`config.mk`:
```
export PLATFORM = sky130hd
export DESIGN_NAME = acs_supervisor
export DESIGN_NICKNAME = d
export VERILOG_FILES = /design/src/inc/acs_pkg.sv /design/src/rtl/acs_supervisor.sv
export SDC_FILE = /design/constraint.sdc
export NUM_CORES = 1
export LEC_CHECK = 0
export BUFFER_PORTS_ARGS = -buffer_cell sky130_fd_sc_hd__buf_4
export CORE_UTILIZATION = 25
export DETAILED_ROUTE_END_ITERATION = 10
export GPL_ROUTABILITY_DRIVEN = 0
export SLEW_MARGIN = 5
export SYNTH_ARGS = -nofsm -noshare
export SYNTH_HDL_FRONTEND = slang
export SYNTH_SLANG_ARGS = --single-unit
```
`constraint.sdc`:
```
create_clock -name mclk -period 11.8 [get_ports mclk]
set_clock_uncertainty 0.2 [all_clocks]
set_input_delay 0.59 -clock mclk [delete_from_list [all_inputs] [get_ports mclk]]
set_output_delay 0.59 -clock mclk [all_outputs]
set_load 0.01 [all_outputs]
```
`src/inc/acs_pkg.sv`:
```
package acs_pkg;
  // Register byte offsets on the Wishbone slave
  localparam logic [7:0] ADDR_CTRL = 8'h00;
  localparam logic [7:0] ADDR_TIMEOUT = 8'h04;
  localparam logic [7:0] ADDR_SAFETY = 8'h08;
  localparam logic [7:0] ADDR_RUNTIME = 8'h0c;
  localparam logic [7:0] ADDR_POLARITY = 8'h10;
  localparam logic [7:0] ADDR_POS_CMD = 8'h14;
  localparam logic [7:0] ADDR_MANUAL = 8'h18;
  localparam logic [7:0] ADDR_FEEDBACK = 8'h1c;
  localparam logic [7:0] ADDR_DI_REPORT = 8'h20;
  localparam logic [7:0] ADDR_STATUS = 8'h24;
  // Position codes, 0.005 % per step
  localparam logic [15:0] POS_ZERO = 16'h0000;
  localparam logic [15:0] POS_FULL = 16'h4e20;
  localparam logic [15:0] POS_INVALID = 16'h7fff;
  localparam logic [15:0] SYNC_STEPS = 16'h6590;
  // Values after reset, plus the input report value for on
  localparam logic [15:0] TIMEOUT_RST = 16'h0000;
  localparam logic [15:0] RUNTIME_INVALID = 16'hffff;
  localparam logic [7:0] DI_STATE_INVALID = 8'hff;
  localparam logic [7:0] DI_VALUE_ON = 8'hc8;
  localparam logic [7:0] DI_VALUE_OFF = 8'h00;
  // Timing
  localparam int CLK_NS = 10;
  localparam int SEC_NS = 1000000000;
  localparam int SEC_CYC = SEC_NS / CLK_NS;
  localparam int TENTH_NS = 100000000;
  localparam int STEP_CYC = (TENTH_NS / CLK_NS) / 20000;
  localparam int DI_INIT_S = 3;
  localparam int TENTHS_PER_S = 10;

  // Configuration carried from the register file to the control logic
  typedef struct packed {
    logic online;
    logic di_inverted;
    logic [15:0] timeout;
    logic [15:0] safety;
    logic [15:0] run_time;
  } acs_cfg_s;

  typedef enum logic [2:0] {
    ST_BOOT_SYNC,
    ST_IDLE,
    ST_MOVE,
    ST_SYNC,
    ST_OFFLINE
  } acs_state_e;
endpackage : acs_pkg

```
`src/rtl/acs_supervisor.sv`:
```
// Notes on behaviour
// - Timeout below one second disables watchdog; one second or more enables
// - Only whole seconds of timeout used
// - Watchdog starts after first position command
// - Hold safety position until first command
// - Watchdog runs under manual; safety on release
// - Command, manual, feedback reset to invalid
// - Input reports state -1 during init
// - Timeout zero, not inverted, runtime invalid
// - Invalid safety: first value stored, no move
// - Safety 0 %: sync closed, then follow
// - Safety 100 %: sync open, then follow
// - Boot sync uninterruptible; later sync interruptible
// - Going offline halts application, stops motor
// - Offline switches status indicator off
// - Offline sets position feedback invalid
// - Offline sets input state invalid
// - Going online restarts like reset
// - Timeout expiry drives to safety position
// - Sync runs 130 % stroke; else stop
`timescale 1ns/10ps
module acs_supervisor #(
  parameter int SEC_CYCLES = acs_pkg::SEC_CYC,
  parameter int STEP_CYCLES = acs_pkg::STEP_CYC,
  parameter logic [15:0] DEFAULT_RUN_TENTHS = 16'h05dc
) (
  input wire logic mclk,
  input wire logic reset,
  input wire logic wb_cyc_i,
  input wire logic wb_stb_i,
  input wire logic wb_we_i,
  input wire logic [7:0] wb_adr_i,
  input wire logic [3:0] wb_sel_i,
  input wire logic [31:0] wb_dat_i,
  output logic [31:0] wb_dat_o,
  output logic wb_ack_o,
  input wire logic di_pin,
  output logic motor_open,
  output logic motor_close,
  output logic status_led
);
  acs_pkg::acs_cfg_s cfg;
  acs_pkg::acs_state_e state;
  logic [15:0] position_command;
  logic [15:0] manual_position;
  logic [15:0] pos;
  logic pos_known;
  logic have_cmd;
  logic offline_view;
  logic [2:0] di_sync;
  logic di_level;
  logic [31:0] sec_cnt;
  logic [15:0] wd_cnt;
  logic wd_expired;
  logic safety_done;
  logic [31:0] step_cnt;
  logic [15:0] sync_cnt;
  logic dir_open;
  logic online_q;
  logic [1:0] di_init_cnt;
  logic init_done;
  logic [7:0] di_value;
  logic [7:0] di_state;

  // Bus decode
  wire bus_req = wb_cyc_i & wb_stb_i & ~wb_ack_o;
  // Writes commit on the ack edge, while the master still holds data
  wire wr_ack = wb_cyc_i & wb_stb_i & wb_ack_o & wb_we_i;
  wire wr_lo = wr_ack & wb_sel_i[0];
  wire wr_hi = wr_ack & wb_sel_i[1];
  wire wr_any = wr_lo | wr_hi;
  wire hit_ctrl = wb_adr_i == acs_pkg::ADDR_CTRL;
  wire hit_timeout = wb_adr_i == acs_pkg::ADDR_TIMEOUT;
  wire hit_safety = wb_adr_i == acs_pkg::ADDR_SAFETY;
  wire hit_runtime = wb_adr_i == acs_pkg::ADDR_RUNTIME;
  wire hit_polarity = wb_adr_i == acs_pkg::ADDR_POLARITY;
  wire hit_cmd = wb_adr_i == acs_pkg::ADDR_POS_CMD;
  wire hit_manual = wb_adr_i == acs_pkg::ADDR_MANUAL;
  wire [15:0] wdata = wb_dat_i[15:0];

  // Position values outside the stroke count as invalid
  wire cmd_write = wr_any & hit_cmd & cfg.online;
  wire cmd_ev = cmd_write & (wdata <= acs_pkg::POS_FULL);
  wire man_write = wr_any & hit_manual & cfg.online;
  wire man_valid = manual_position <= acs_pkg::POS_FULL;
  wire man_ev = man_write & (wdata <= acs_pkg::POS_FULL);
  wire go_offline = online_q & ~cfg.online;
  wire go_online = ~online_q & cfg.online;

  // Safety setting decode
  wire safe_close = cfg.safety == acs_pkg::POS_ZERO;
  wire safe_open = cfg.safety == acs_pkg::POS_FULL;
  wire safe_sync = safe_close | safe_open;

  // Only whole seconds matter; tenths are dropped
  wire [15:0] timeout_s = cfg.timeout / 16'(acs_pkg::TENTHS_PER_S);
  wire wd_enabled = timeout_s != 16'h0000;
  wire sec_tick = sec_cnt == 32'(SEC_CYCLES - 1);
  wire wd_fire = wd_enabled & have_cmd & sec_tick & ~cmd_ev
    & (wd_cnt + 16'h0001 >= timeout_s);
  // Manual operation masks expiry until released
  wire wd_hold = wd_expired & ~man_valid;

  // Target: manual first, then network command unless watchdog holds
  wire [15:0] target = man_valid ? manual_position : position_command;
  wire target_ok = man_valid | (have_cmd & ~wd_hold);
  wire [15:0] run_tenths = (cfg.run_time == acs_pkg::RUNTIME_INVALID)
    ? DEFAULT_RUN_TENTHS : cfg.run_time;
  wire [31:0] step_len = 32'(run_tenths) * 32'(STEP_CYCLES);
  wire step_tick = step_cnt + 32'h0000_0001 >= step_len;
  wire need_move = pos_known & target_ok & (target != pos);
  wire start_safety = wd_hold & ~safety_done;
  wire [15:0] sync_end = safe_open ? acs_pkg::POS_FULL : acs_pkg::POS_ZERO;
  // Unknown position reads invalid, not a stale zero
  wire fb_invalid = offline_view | ~pos_known;

  // Register file; writes land on the ack edge
  always_ff @(posedge mclk or posedge reset) begin
    if (reset) begin
      cfg.online <= 1'b1;
      cfg.di_inverted <= 1'b0;
      cfg.timeout <= acs_pkg::TIMEOUT_RST;
      cfg.safety <= acs_pkg::POS_INVALID;
      cfg.run_time <= acs_pkg::RUNTIME_INVALID;
    end else begin
      if (wr_lo & hit_ctrl) begin
        cfg.online <= wb_dat_i[0];
      end
      if (wr_lo & hit_polarity) begin
        cfg.di_inverted <= wb_dat_i[0];
      end
      if (hit_timeout) begin
        if (wr_lo) cfg.timeout[7:0] <= wdata[7:0];
        if (wr_hi) cfg.timeout[15:8] <= wdata[15:8];
      end
      if (hit_safety) begin
        if (wr_lo) cfg.safety[7:0] <= wdata[7:0];
        if (wr_hi) cfg.safety[15:8] <= wdata[15:8];
      end
      if (hit_runtime) begin
        if (wr_lo) cfg.run_time[7:0] <= wdata[7:0];
        if (wr_hi) cfg.run_time[15:8] <= wdata[15:8];
      end
    end
  end

  // Read mux, registered with the ack
  logic [31:0] rd_mux;
  always_comb begin
    rd_mux = 32'h0000_0000;
    case (wb_adr_i)
      acs_pkg::ADDR_CTRL: rd_mux = {31'h0, cfg.online};
      acs_pkg::ADDR_TIMEOUT: rd_mux = {16'h0, cfg.timeout};
      acs_pkg::ADDR_SAFETY: rd_mux = {16'h0, cfg.safety};
      acs_pkg::ADDR_RUNTIME: rd_mux = {16'h0, cfg.run_time};
      acs_pkg::ADDR_POLARITY: rd_mux = {31'h0, cfg.di_inverted};
      acs_pkg::ADDR_POS_CMD: rd_mux = {16'h0, position_command};
      acs_pkg::ADDR_MANUAL: rd_mux = {16'h0, manual_position};
      acs_pkg::ADDR_FEEDBACK:
        rd_mux = {16'h0, fb_invalid ? acs_pkg::POS_INVALID : pos};
      acs_pkg::ADDR_DI_REPORT: rd_mux = {16'h0, di_state, di_value};
      acs_pkg::ADDR_STATUS: rd_mux = {24'h0, wd_expired, have_cmd,
        pos_known, 2'h0, state};
      default: rd_mux = 32'h0000_0000;
    endcase
  end

  // Unmapped addresses still ack, reading zero
  always_ff @(posedge mclk or posedge reset) begin
    if (reset) begin
      wb_ack_o <= 1'b0;
      wb_dat_o <= 32'h0000_0000;
      online_q <= 1'b1;
    end else begin
      wb_ack_o <= bus_req;
      wb_dat_o <= bus_req ? rd_mux : 32'h0000_0000;
      online_q <= cfg.online;
    end
  end

  // Received values; restart on online puts them back to invalid
  always_ff @(posedge mclk or posedge reset) begin
    if (reset) begin
      position_command <= acs_pkg::POS_INVALID;
      manual_position <= acs_pkg::POS_INVALID;
      have_cmd <= 1'b0;
    end else if (go_online) begin
      position_command <= acs_pkg::POS_INVALID;
      manual_position <= acs_pkg::POS_INVALID;
      have_cmd <= 1'b0;
    end else begin
      if (cmd_write) position_command <= wdata;
      if (man_write) manual_position <= wdata;
      if (cmd_ev) have_cmd <= 1'b1;
    end
  end

  // Second prescaler and watchdog; a command or restart clear wins over an expiry set
  always_ff @(posedge mclk or posedge reset) begin
    if (reset) begin
      sec_cnt <= 32'h0000_0000;
      wd_cnt <= 16'h0000;
      wd_expired <= 1'b0;
    end else if (go_online | ~cfg.online) begin
      sec_cnt <= 32'h0000_0000;
      wd_cnt <= 16'h0000;
      wd_expired <= 1'b0;
    end else begin
      sec_cnt <= sec_tick ? 32'h0000_0000 : sec_cnt + 32'h0000_0001;
      if (cmd_ev) begin
        wd_cnt <= 16'h0000;
      end else if (have_cmd & wd_enabled & sec_tick & ~wd_fire) begin
        wd_cnt <= wd_cnt + 16'h0001;
      end
      if (wd_fire) begin
        wd_expired <= 1'b1;
      end else if (cmd_ev | ~wd_enabled) begin
        wd_expired <= 1'b0;
      end
    end
  end

  // Motor control; a run to a safety end covers 130 % of the stroke
  always_ff @(posedge mclk or posedge reset) begin
    if (reset) begin
      state <= acs_pkg::ST_BOOT_SYNC;
      pos <= acs_pkg::POS_ZERO;
      pos_known <= 1'b0;
      safety_done <= 1'b0;
      step_cnt <= 32'h0000_0000;
      sync_cnt <= 16'h0000;
      dir_open <= 1'b0;
      offline_view <= 1'b0;
    end else begin
      step_cnt <= step_tick ? 32'h0000_0000 : step_cnt + 32'h0000_0001;
      if (cmd_ev) safety_done <= 1'b0;
      case (state)
        acs_pkg::ST_BOOT_SYNC: begin
          // No command can cut this run short
          if (go_offline) begin
            state <= acs_pkg::ST_OFFLINE;
            offline_view <= 1'b1;
          end else if (!safe_sync) begin
            state <= acs_pkg::ST_IDLE;
          end else begin
            dir_open <= safe_open;
            if (step_tick) begin
              sync_cnt <= sync_cnt + 16'h0001;
            end
            if (step_tick && sync_cnt + 16'h0001 >= acs_pkg::SYNC_STEPS)
            begin
              pos <= sync_end;
              pos_known <= 1'b1;
              sync_cnt <= 16'h0000;
              state <= acs_pkg::ST_IDLE;
            end
          end
        end
        acs_pkg::ST_IDLE: begin
          if (go_offline) begin
            state <= acs_pkg::ST_OFFLINE;
            offline_view <= 1'b1;
          end else if (!pos_known && (cmd_ev || man_ev)) begin
            pos <= wdata;
            pos_known <= 1'b1;
          end else if (start_safety) begin
            safety_done <= 1'b1;
            sync_cnt <= 16'h0000;
            if (safe_sync) begin
              // Direction set on entry, no wrong-way first cycle
              dir_open <= safe_open;
              state <= acs_pkg::ST_SYNC;
            end
          end else if (need_move) begin
            dir_open <= target > pos;
            state <= acs_pkg::ST_MOVE;
          end
        end
        acs_pkg::ST_MOVE: begin
          if (go_offline) begin
            state <= acs_pkg::ST_OFFLINE;
            offline_view <= 1'b1;
          end else if (start_safety || !target_ok) begin
            state <= acs_pkg::ST_IDLE;
          end else if (target == pos) begin
            state <= acs_pkg::ST_IDLE;
          end else if (step_tick) begin
            dir_open <= target > pos;
            pos <= (target > pos) ? pos + 16'h0001 : pos - 16'h0001;
          end
        end
        acs_pkg::ST_SYNC: begin
          if (go_offline) begin
            state <= acs_pkg::ST_OFFLINE;
            offline_view <= 1'b1;
          end else if (cmd_ev || man_valid) begin
            state <= acs_pkg::ST_IDLE;
          end else begin
            dir_open <= safe_open;
            if (step_tick) begin
              sync_cnt <= sync_cnt + 16'h0001;
              if (safe_open && pos < acs_pkg::POS_FULL) begin
                pos <= pos + 16'h0001;
              end else if (!safe_open && pos > acs_pkg::POS_ZERO) begin
                pos <= pos - 16'h0001;
              end
            end
            if (step_tick && sync_cnt + 16'h0001 >= acs_pkg::SYNC_STEPS)
            begin
              pos <= sync_end;
              state <= acs_pkg::ST_IDLE;
            end
          end
        end
        acs_pkg::ST_OFFLINE: begin
          if (go_online) begin
            state <= acs_pkg::ST_BOOT_SYNC;
            dir_open <= safe_open;
            pos_known <= 1'b0;
            safety_done <= 1'b0;
            sync_cnt <= 16'h0000;
            offline_view <= 1'b0;
          end
        end
        default: state <= acs_pkg::ST_IDLE;
      endcase
    end
  end

  // Motor drive and status indicator
  wire running = (state == acs_pkg::ST_MOVE)
    || (state == acs_pkg::ST_SYNC)
    || ((state == acs_pkg::ST_BOOT_SYNC) && safe_sync);
  assign motor_open = running & dir_open;
  assign motor_close = running & ~dir_open;
  assign status_led = state != acs_pkg::ST_OFFLINE;

  // Pin synchroniser; change taken when stages two and three agree
  always_ff @(posedge mclk or posedge reset) begin
    if (reset) begin
      di_sync <= 3'h0;
      di_level <= 1'b0;
    end else begin
      di_sync <= {di_sync[1:0], di_pin};
      if (di_sync[1] == di_sync[2]) di_level <= di_sync[2];
    end
  end

  // Input report; init window re-runs after every restart
  wire di_active = di_level ^ cfg.di_inverted;
  always_ff @(posedge mclk or posedge reset) begin
    if (reset) begin
      di_init_cnt <= 2'h0;
      init_done <= 1'b0;
      di_value <= acs_pkg::DI_VALUE_OFF;
      di_state <= acs_pkg::DI_STATE_INVALID;
    end else if (go_online || !cfg.online) begin
      di_init_cnt <= 2'h0;
      init_done <= 1'b0;
      di_value <= acs_pkg::DI_VALUE_OFF;
      di_state <= acs_pkg::DI_STATE_INVALID;
    end else if (!init_done) begin
      if (sec_tick) di_init_cnt <= di_init_cnt + 2'h1;
      if (sec_tick && di_init_cnt == 2'(acs_pkg::DI_INIT_S - 1)) begin
        init_done <= 1'b1;
      end
    end else begin
      di_value <= di_active ? acs_pkg::DI_VALUE_ON : acs_pkg::DI_VALUE_OFF;
      di_state <= {7'h00, di_active};
    end
  end

  // Assertions
  a_wd_zero_off: assert property (@(posedge mclk) disable iff (reset)
    !wd_enabled |=> !wd_expired)
    else $error("watchdog expired with zero timeout");
  a_wd_needs_cmd: assert property (@(posedge mclk) disable iff (reset)
    !have_cmd |-> !wd_fire)
    else $error("watchdog fired before first command");
  a_wd_restart: assert property (@(posedge mclk) disable iff (reset)
    cmd_ev && cfg.online && !go_online |=> wd_cnt == 16'h0000)
    else $error("command did not restart watchdog count");
  a_manual_hold: assert property (@(posedge mclk) disable iff (reset)
    man_valid && state == acs_pkg::ST_IDLE |=> state != acs_pkg::ST_SYNC)
    else $error("safety run started under manual operation");
  a_boot_no_cut: assert property (@(posedge mclk) disable iff (reset)
    state == acs_pkg::ST_BOOT_SYNC && safe_sync && !go_offline
    && sync_cnt + 16'h0001 < acs_pkg::SYNC_STEPS
    |=> state == acs_pkg::ST_BOOT_SYNC)
    else $error("boot synchronisation interrupted");
  a_later_cut: assert property (@(posedge mclk) disable iff (reset)
    state == acs_pkg::ST_SYNC && cmd_ev |=> state == acs_pkg::ST_IDLE)
    else $error("later synchronisation not interruptible");
  a_offline_stop: assert property (@(posedge mclk) disable iff (reset)
    go_offline |=> !motor_open && !motor_close && !status_led)
    else $error("motor or indicator active after going offline");
  a_offline_state: assert property (@(posedge mclk) disable iff (reset)
    go_offline |=> di_state == acs_pkg::DI_STATE_INVALID
    && offline_view)
    else $error("offline reports not invalid");
  a_invalid_still: assert property (@(posedge mclk) disable iff (reset)
    !safe_sync && !pos_known |-> !motor_open && !motor_close)
    else $error("motor moved before first value with invalid safety");
endmodule : acs_supervisor
```
# Word level (Yosys, flattened, before mapping)
# Index checks and enable logic that the tools add are counted.
totals:
  output_inout_bits: 36
  inputBits: 50
  register_bits: 260
classes:
  order_cmp: 8
  multipliers: 1
  mux: 104
  n_eq_ne: 44
  div_mod_pow: 1
  bitwise: 46
  n_addsub: 7
  reduce_logical: 46
ops:
  columns: ["cell", "count"]
  rows:
  - ["$mux 16", 36]
  - ["$pmux 16 s10", 1]
  - ["$mux 32", 4]
  - ["$pmux 16 s4", 2]
  - ["$add 32x1->32 const B", 2]
  - ["$add 16x1->16 const B", 3]
  - ["$mux 3", 14]
  - ["$mux 8", 5]
  - ["$mux 1", 33]
  - ["$eq 32x27->1 const B", 1]
  - ["$eq 8x5->1 const B", 4]
  - ["$ge 32x25->1", 1]
  - ["$le 16x15->1 const B", 2]
  - ["$and 1x1->1", 28]
  - ["$ne 2x2->1 const B", 14]
  - ["$mul 16x7->23 const B", 1]
  - ["$div 16x4->16 const B", 1]
  - ["$eq 16x15->1 const B", 1]
  - ["$eq 16x16->1", 1]
  - ["$eq 16x16->1 const B", 1]
  - ["$eq 8x4->1 const B", 2]
  - ["$eq 8x6->1 const B", 2]
  - ["$ge 16x15->1 const B", 1]
  - ["$ge 16x16->1", 1]
  - ["other kinds (43)", 96]

# Longest topological paths before layout
depth:
  ltp_word: 16
  depth_mapped: 47
  depth_no_buf: 44

# Worst setup path before layout
# No wires, ideal clock.
synth_path:
  path_kind: "register to register"
  start: "register cfg[2] (netlist name)"
  end: "register pos[8]"
  path_stages_with_launch: 46
  arrival_time_ps: 8237
  required_ps: 11479
  setup_time_ps: 121
  period_less_slack_ps: 8558
  setup_slack_ps: 3242
  path_cell_list: "dfstp_2 ha_1 nand4_1 or3_1 clkbuf_1 nand2_1 inv_1 fa_1 fa_1 inv_1 fa_1 inv_1 fa_1 inv_1 ha_1 inv_1 a21oi_1 o21ai_0 (+10 left out) o21ai_0 nand2b_1 xnor2_1 ha_1 a21o_1 a21o_1 a21oi_1 o21ai_0 a21oi_1 nand2_1 a21oi_1 nand3b_1 or2_2 clkbuf_1 o211ai_1 a21oi_1 clkbuf_1 a22o_1"
synth_between:
  elab_chain_cells: 9
  elab_cells_between_ends: 14
  classes_between: "1 x mul; 1 x order compare; 5 x eq/ne; 5 x mux; 2 x reduce/logical"
synth_lines:
  columns: ["element", "line_no", "source"]
  rows:
  - ["from (decl)", "acs_supervisor.sv:42", "acs_pkg::acs_cfg_s cfg;"]
  - ["$eq 16x16->1", "acs_supervisor.sv:107", "wire [15:0] run_tenths = (cfg.run_time == acs_pkg::RUNTIME_INVALID)"]
  - ["$mux 16 *", "acs_supervisor.sv:108", "? DEFAULT_RUN_TENTHS : cfg.run_time;"]
  - ["$mul 16x7->23 *", "acs_supervisor.sv:109", "wire [31:0] step_len = 32'(run_tenths) * 32'(STEP_CYCLES);"]
  - ["$ge 32x25->1 *", "acs_supervisor.sv:110", "wire step_tick = step_cnt + 32'h0000_0001 >= step_len;"]
  - ["$logic_and 1x1->1", "acs_supervisor.sv:250, acs_supervisor.sv:308", null]
  - ["$mux 16", "acs_supervisor.sv:308", "if (step_tick && sync_cnt + 16'h0001 >= acs_pkg::SYNC_STEPS)"]
  - ["$mux 16", "acs_supervisor.sv:296", "end else if (cmd_ev || man_valid) begin"]
  - ["$mux 16", "acs_supervisor.sv:293", "if (go_offline) begin"]
  - ["$pmux 16 s4", "acs_supervisor.sv:237", "case (state)"]
  - ["to (signal assigned)", "acs_supervisor.sv:303", "pos <= pos + 16'h0001;"]
  - ["to (signal assigned)", "acs_supervisor.sv:305", "pos <= pos - 16'h0001;"]
  - ["to (signal assigned)", "acs_supervisor.sv:310", "pos <= sync_end;"]
  - ["to (decl)", "acs_supervisor.sv:46", "logic [15:0] pos;"]
# Every way passes the cells marked *; elsewhere a longest branch is shown, timed or not. The select of a mux whose other input is x is not followed.
# A chain may end at the register's enable or synchronous reset.

# Final worst setup path
layout_path:
  start: "register cfg[43] (netlist name)"
  end: "register wd_cnt[9]"
layout_between:
  elab_chain_cells: 9
  elab_cells_between_ends: 10
  classes_between: "1 x div; 1 x order compare; 6 x bitwise; 2 x reduce/logical"
layout_lines:
  columns: ["element", "line_no", "source"]
  rows:
  - ["$div 16x4->16 *", "acs_supervisor.sv:96", "wire [15:0] timeout_s = cfg.timeout / 16'(acs_pkg::TENTHS_PER_S);"]
  - ["branches (longest 6 deep; another with $ge 16x16->1)", null, null]
  - ["$and 1x1->1 *", "acs_supervisor.sv:212", "end else if (have_cmd & wd_enabled & sec_tick & ~wd_fire) begin"]
  - ["$reduce_bool 3->1 (no line) *", null, null]
  - ["to (signal assigned)", "acs_supervisor.sv:213", "wd_cnt <= wd_cnt + 16'h0001;"]
  - ["to (decl)", "acs_supervisor.sv:53", "logic [15:0] wd_cnt;"]
# Every way passes the cells marked *.

==> flow_summary.toml <==
[status]
status = "complete, no violations"

[die]
die_width_um = 279
coreArea_um2 = 75800
rows = 101
die-area_um2 = 77600
die_h_um = 279
ios = 86
start_util_pct = 25.2

[global_routing]
grtUsageTotal_pct = 13.8
grt_first_pass_wirelength_mm = 86.8
grt_max_degree = 119
grt_pass1_vias = 15378
antenna_found_initial = 5
overflow = 0

[logic_synthesis]
synth_top_area_share_pct = 21.7
ys_seq_area_share_pct = 30.7
synth_seq_cells = 231
netlist_top_cells_area = "dfrtp_1 22%, dfstp_2 8.9%, ha_1 7.7%"
yosys-top-cells-count = "166 x dfrtp_1, 166 x nand2_1, 162 x nor2_1"
synth_cell_types = 106
yosysWarnings = 0
syn_inst = 2164
synthArstFlopShare_pct = 100
yosys.area.top_type = "dfrtp_1"
synth_edf_count = 0
synthFlopType = "dfrtp_1"
postSynthAreaPerCell_um2 = 8.84
syn_area_um2 = 19100

[placement]
port_buffers = 51
placed_cells = 3099
dp_hpwl_mm = 40.2

[cts]
h-tree-depth = 1
cts_buffers = 28
cts.sinks = 231
clock_latency_ps = 590
path_clk_slew_ps = 60
cts-resized-gates = 0
cts_tree = "done"
postCtsSetupRepairBufs = 0
cts_buffer_depth = 3
cts_root_buf = "clkbuf_16"

[worst_setup_path]
worstPathArrival_ps = 10280
critPathLaunchType = "register"
critPathMaxStageDelay_ps = 850
crit_path_end_kind = "register"
cp.required_ps = 12090
critical-path-slowest-cell = "dfrtp_1"
worst_path_most_repeated_cell = "a21o_1"
path_class = "register to register"
cp_max_fo = 23

[timing]
fin_crit_sh_pct = 84.7
worstMarginPinSlew_ps = 1090
drv_slew = 0
finalSetupTns_ps = 0
max_freq_mhz = 100
slew_headroom_pct = 27.5
hold_ws_ps = 75.5
hold_viol = 0
setup-violations-final = 0
post-route-min-period_ps = 10000
grt_setup_unrepaired = "no"

[detailed_routing]
routed_via_density = 5.07
finalWirelength_mm = 54.1
drt_first_pass_iters = 6
via_count = 15977
drt_iter0_drc = 1403
wl_per_cell_um = 17.2
route.detailed.drc = 0
ant_nets = 0

[layout]
multiInputGateArea_um2 = 12100
final_layout_size_suffix_gt1_share_pct = 12.9
nFillCells = 8065
seqCellArea_um2 = 5860
num_antenna_cells = 0
final_nets = 2372
final_cells = 3152
final_util_pct = 28.0
area_growth_pct = 10.8

[pwr]
power.switching_w = 0.000826
power_density_nw_per_um2 = 114
max-vdd-ir-drop_mv = 0.0940
p_int_w = 0.00158
clkPwrFrac_pct = 35.0
p_comb_share_pct = 26.8
leakagePower_nw = 8.97
seqPwrFrac_pct = 38.2
power_w = 0.00241
sw_frac_of_total_pct = 34.3

[job]
maxCapViolCount = 0

[min_path]
min_path_type = "input pin to register"
power groups by stage:
| stage | registers (W) | logic (W) | clock network, W |
|---|---|---|---|
| final | 0.000920 | 0.000646 | 0.000842 |
| after floorplan | 0.000870 | 0.000536 | 0 |
| after global routing | 0.000928 | 0.000727 | 0.000894 |
| after CTS | 0.000917 | 0.000647 | 0.000868 |
| after global placement | 0.000928 | 0.000635 | 0 |
| after detailed placement | 0.000930 | 0.000643 | 0 |
per-layer routing:
layer  vias up  track usage, %  share of wire (%)
met5         -               0              0.022
met4         2            4.13                2.6
met3        83            1.55                4.9
met2       458            21.8                 45
met1      7734            19.7                 47
li1       7700               -                  -
critical path: cells and delay by family (launching register included):
| kind | cells | cell delay (ps) |
|---|---|---|
| AOI/OAI and AO/OA | 20 | 5730 |
| and+or+nand+nor | 9 | 1840 |
| DFF | 1 | 850 |
| buffers and inverters | 3 | 680 |
| adders and majority gates | 2 | 570 |
metrics by stage:
step                      setup WS, ps  cell area, um2
after detailed placement          1960           20300
final                             1800           21200
after global placement            1970           20300
after floorplan                   3240           19200
after global routing               933           21200
after CTS                         1910           21200
cells in the final DEF (no fill, tap or decap), types with 62 or more instances in the layout:
master / Yosys / layout
nand2_1: 166 / 166
dfrtp_1: 166 / 166
nor2_1: 162 / 162
inv_1: 149 / 148
o21ai_0: 128 / 128
ha_1: 117 / 117
a21oi_1: 111 / 110
nand3_1: 85 / 85
buf_4: 20 / 73
dfstp_2: 65 / 65
xnor2_1: 62 / 62
worst paths after layout:
| check | startpoint | to | slack (ps) | cells past startpoint |
|---|---|---|---|---|
| worst max-delay path | cfg[43] | wd_cnt[9] | 1800 | 34 |
| worst min-delay path | wb_stb_i | wb_ack_o | 80 | 3 |
| worst max register to register | cfg[43] | wd_cnt[9] | 1800 | 34 |
| worst min register to register | di_sync[0] | di_sync[1] | 160 | 0 |
| max in group asynchronous | reset | dir_open | 8950 | 5 |
| min in group asynchronous | reset | step_cnt[28] | 470 | 3 |
kinds of logic after synthesis:
group	synth area share (%)
compound gates	19.9
simple gates	19.5
buf+inv	6.71
mux	4.31
flops	30.7
fa+ha+maj	13.2
other cells	0.0196
xor+xnor	5.71
repair_timing:
action,CTS,global route
endpoints found under the setup margin,0,0
hold buffers,2,0
endpoints found under the hold margin,3,0
cell type report:
| type | count | share of cell area (%) |
|---|---|---|
| clock buffer | 46 | 3.77 |
| clock inverter | 5 | 0.360 |
| inverter | 156 | 2.80 |
| multi-input combinational | 1661 | 57.0 |
| sequential | 231 | 27.7 |
| tap | 978 | 5.77 |
| timing repair buffer | 75 | 2.68 |
sequential cells by signal, summed over array words and instances (netlist names), 2 cells and up:
register	count
wd_cnt	16
di_sync	3
di_init_cnt	2
pos	16
position_command	16
manual_position	16
sync_cnt	16
wb_dat_o	16
step_cnt	32
di_state	2
sec_cnt	32
state	3
cfg	50
No activity file was read; power rests on OpenSTA's default activity.
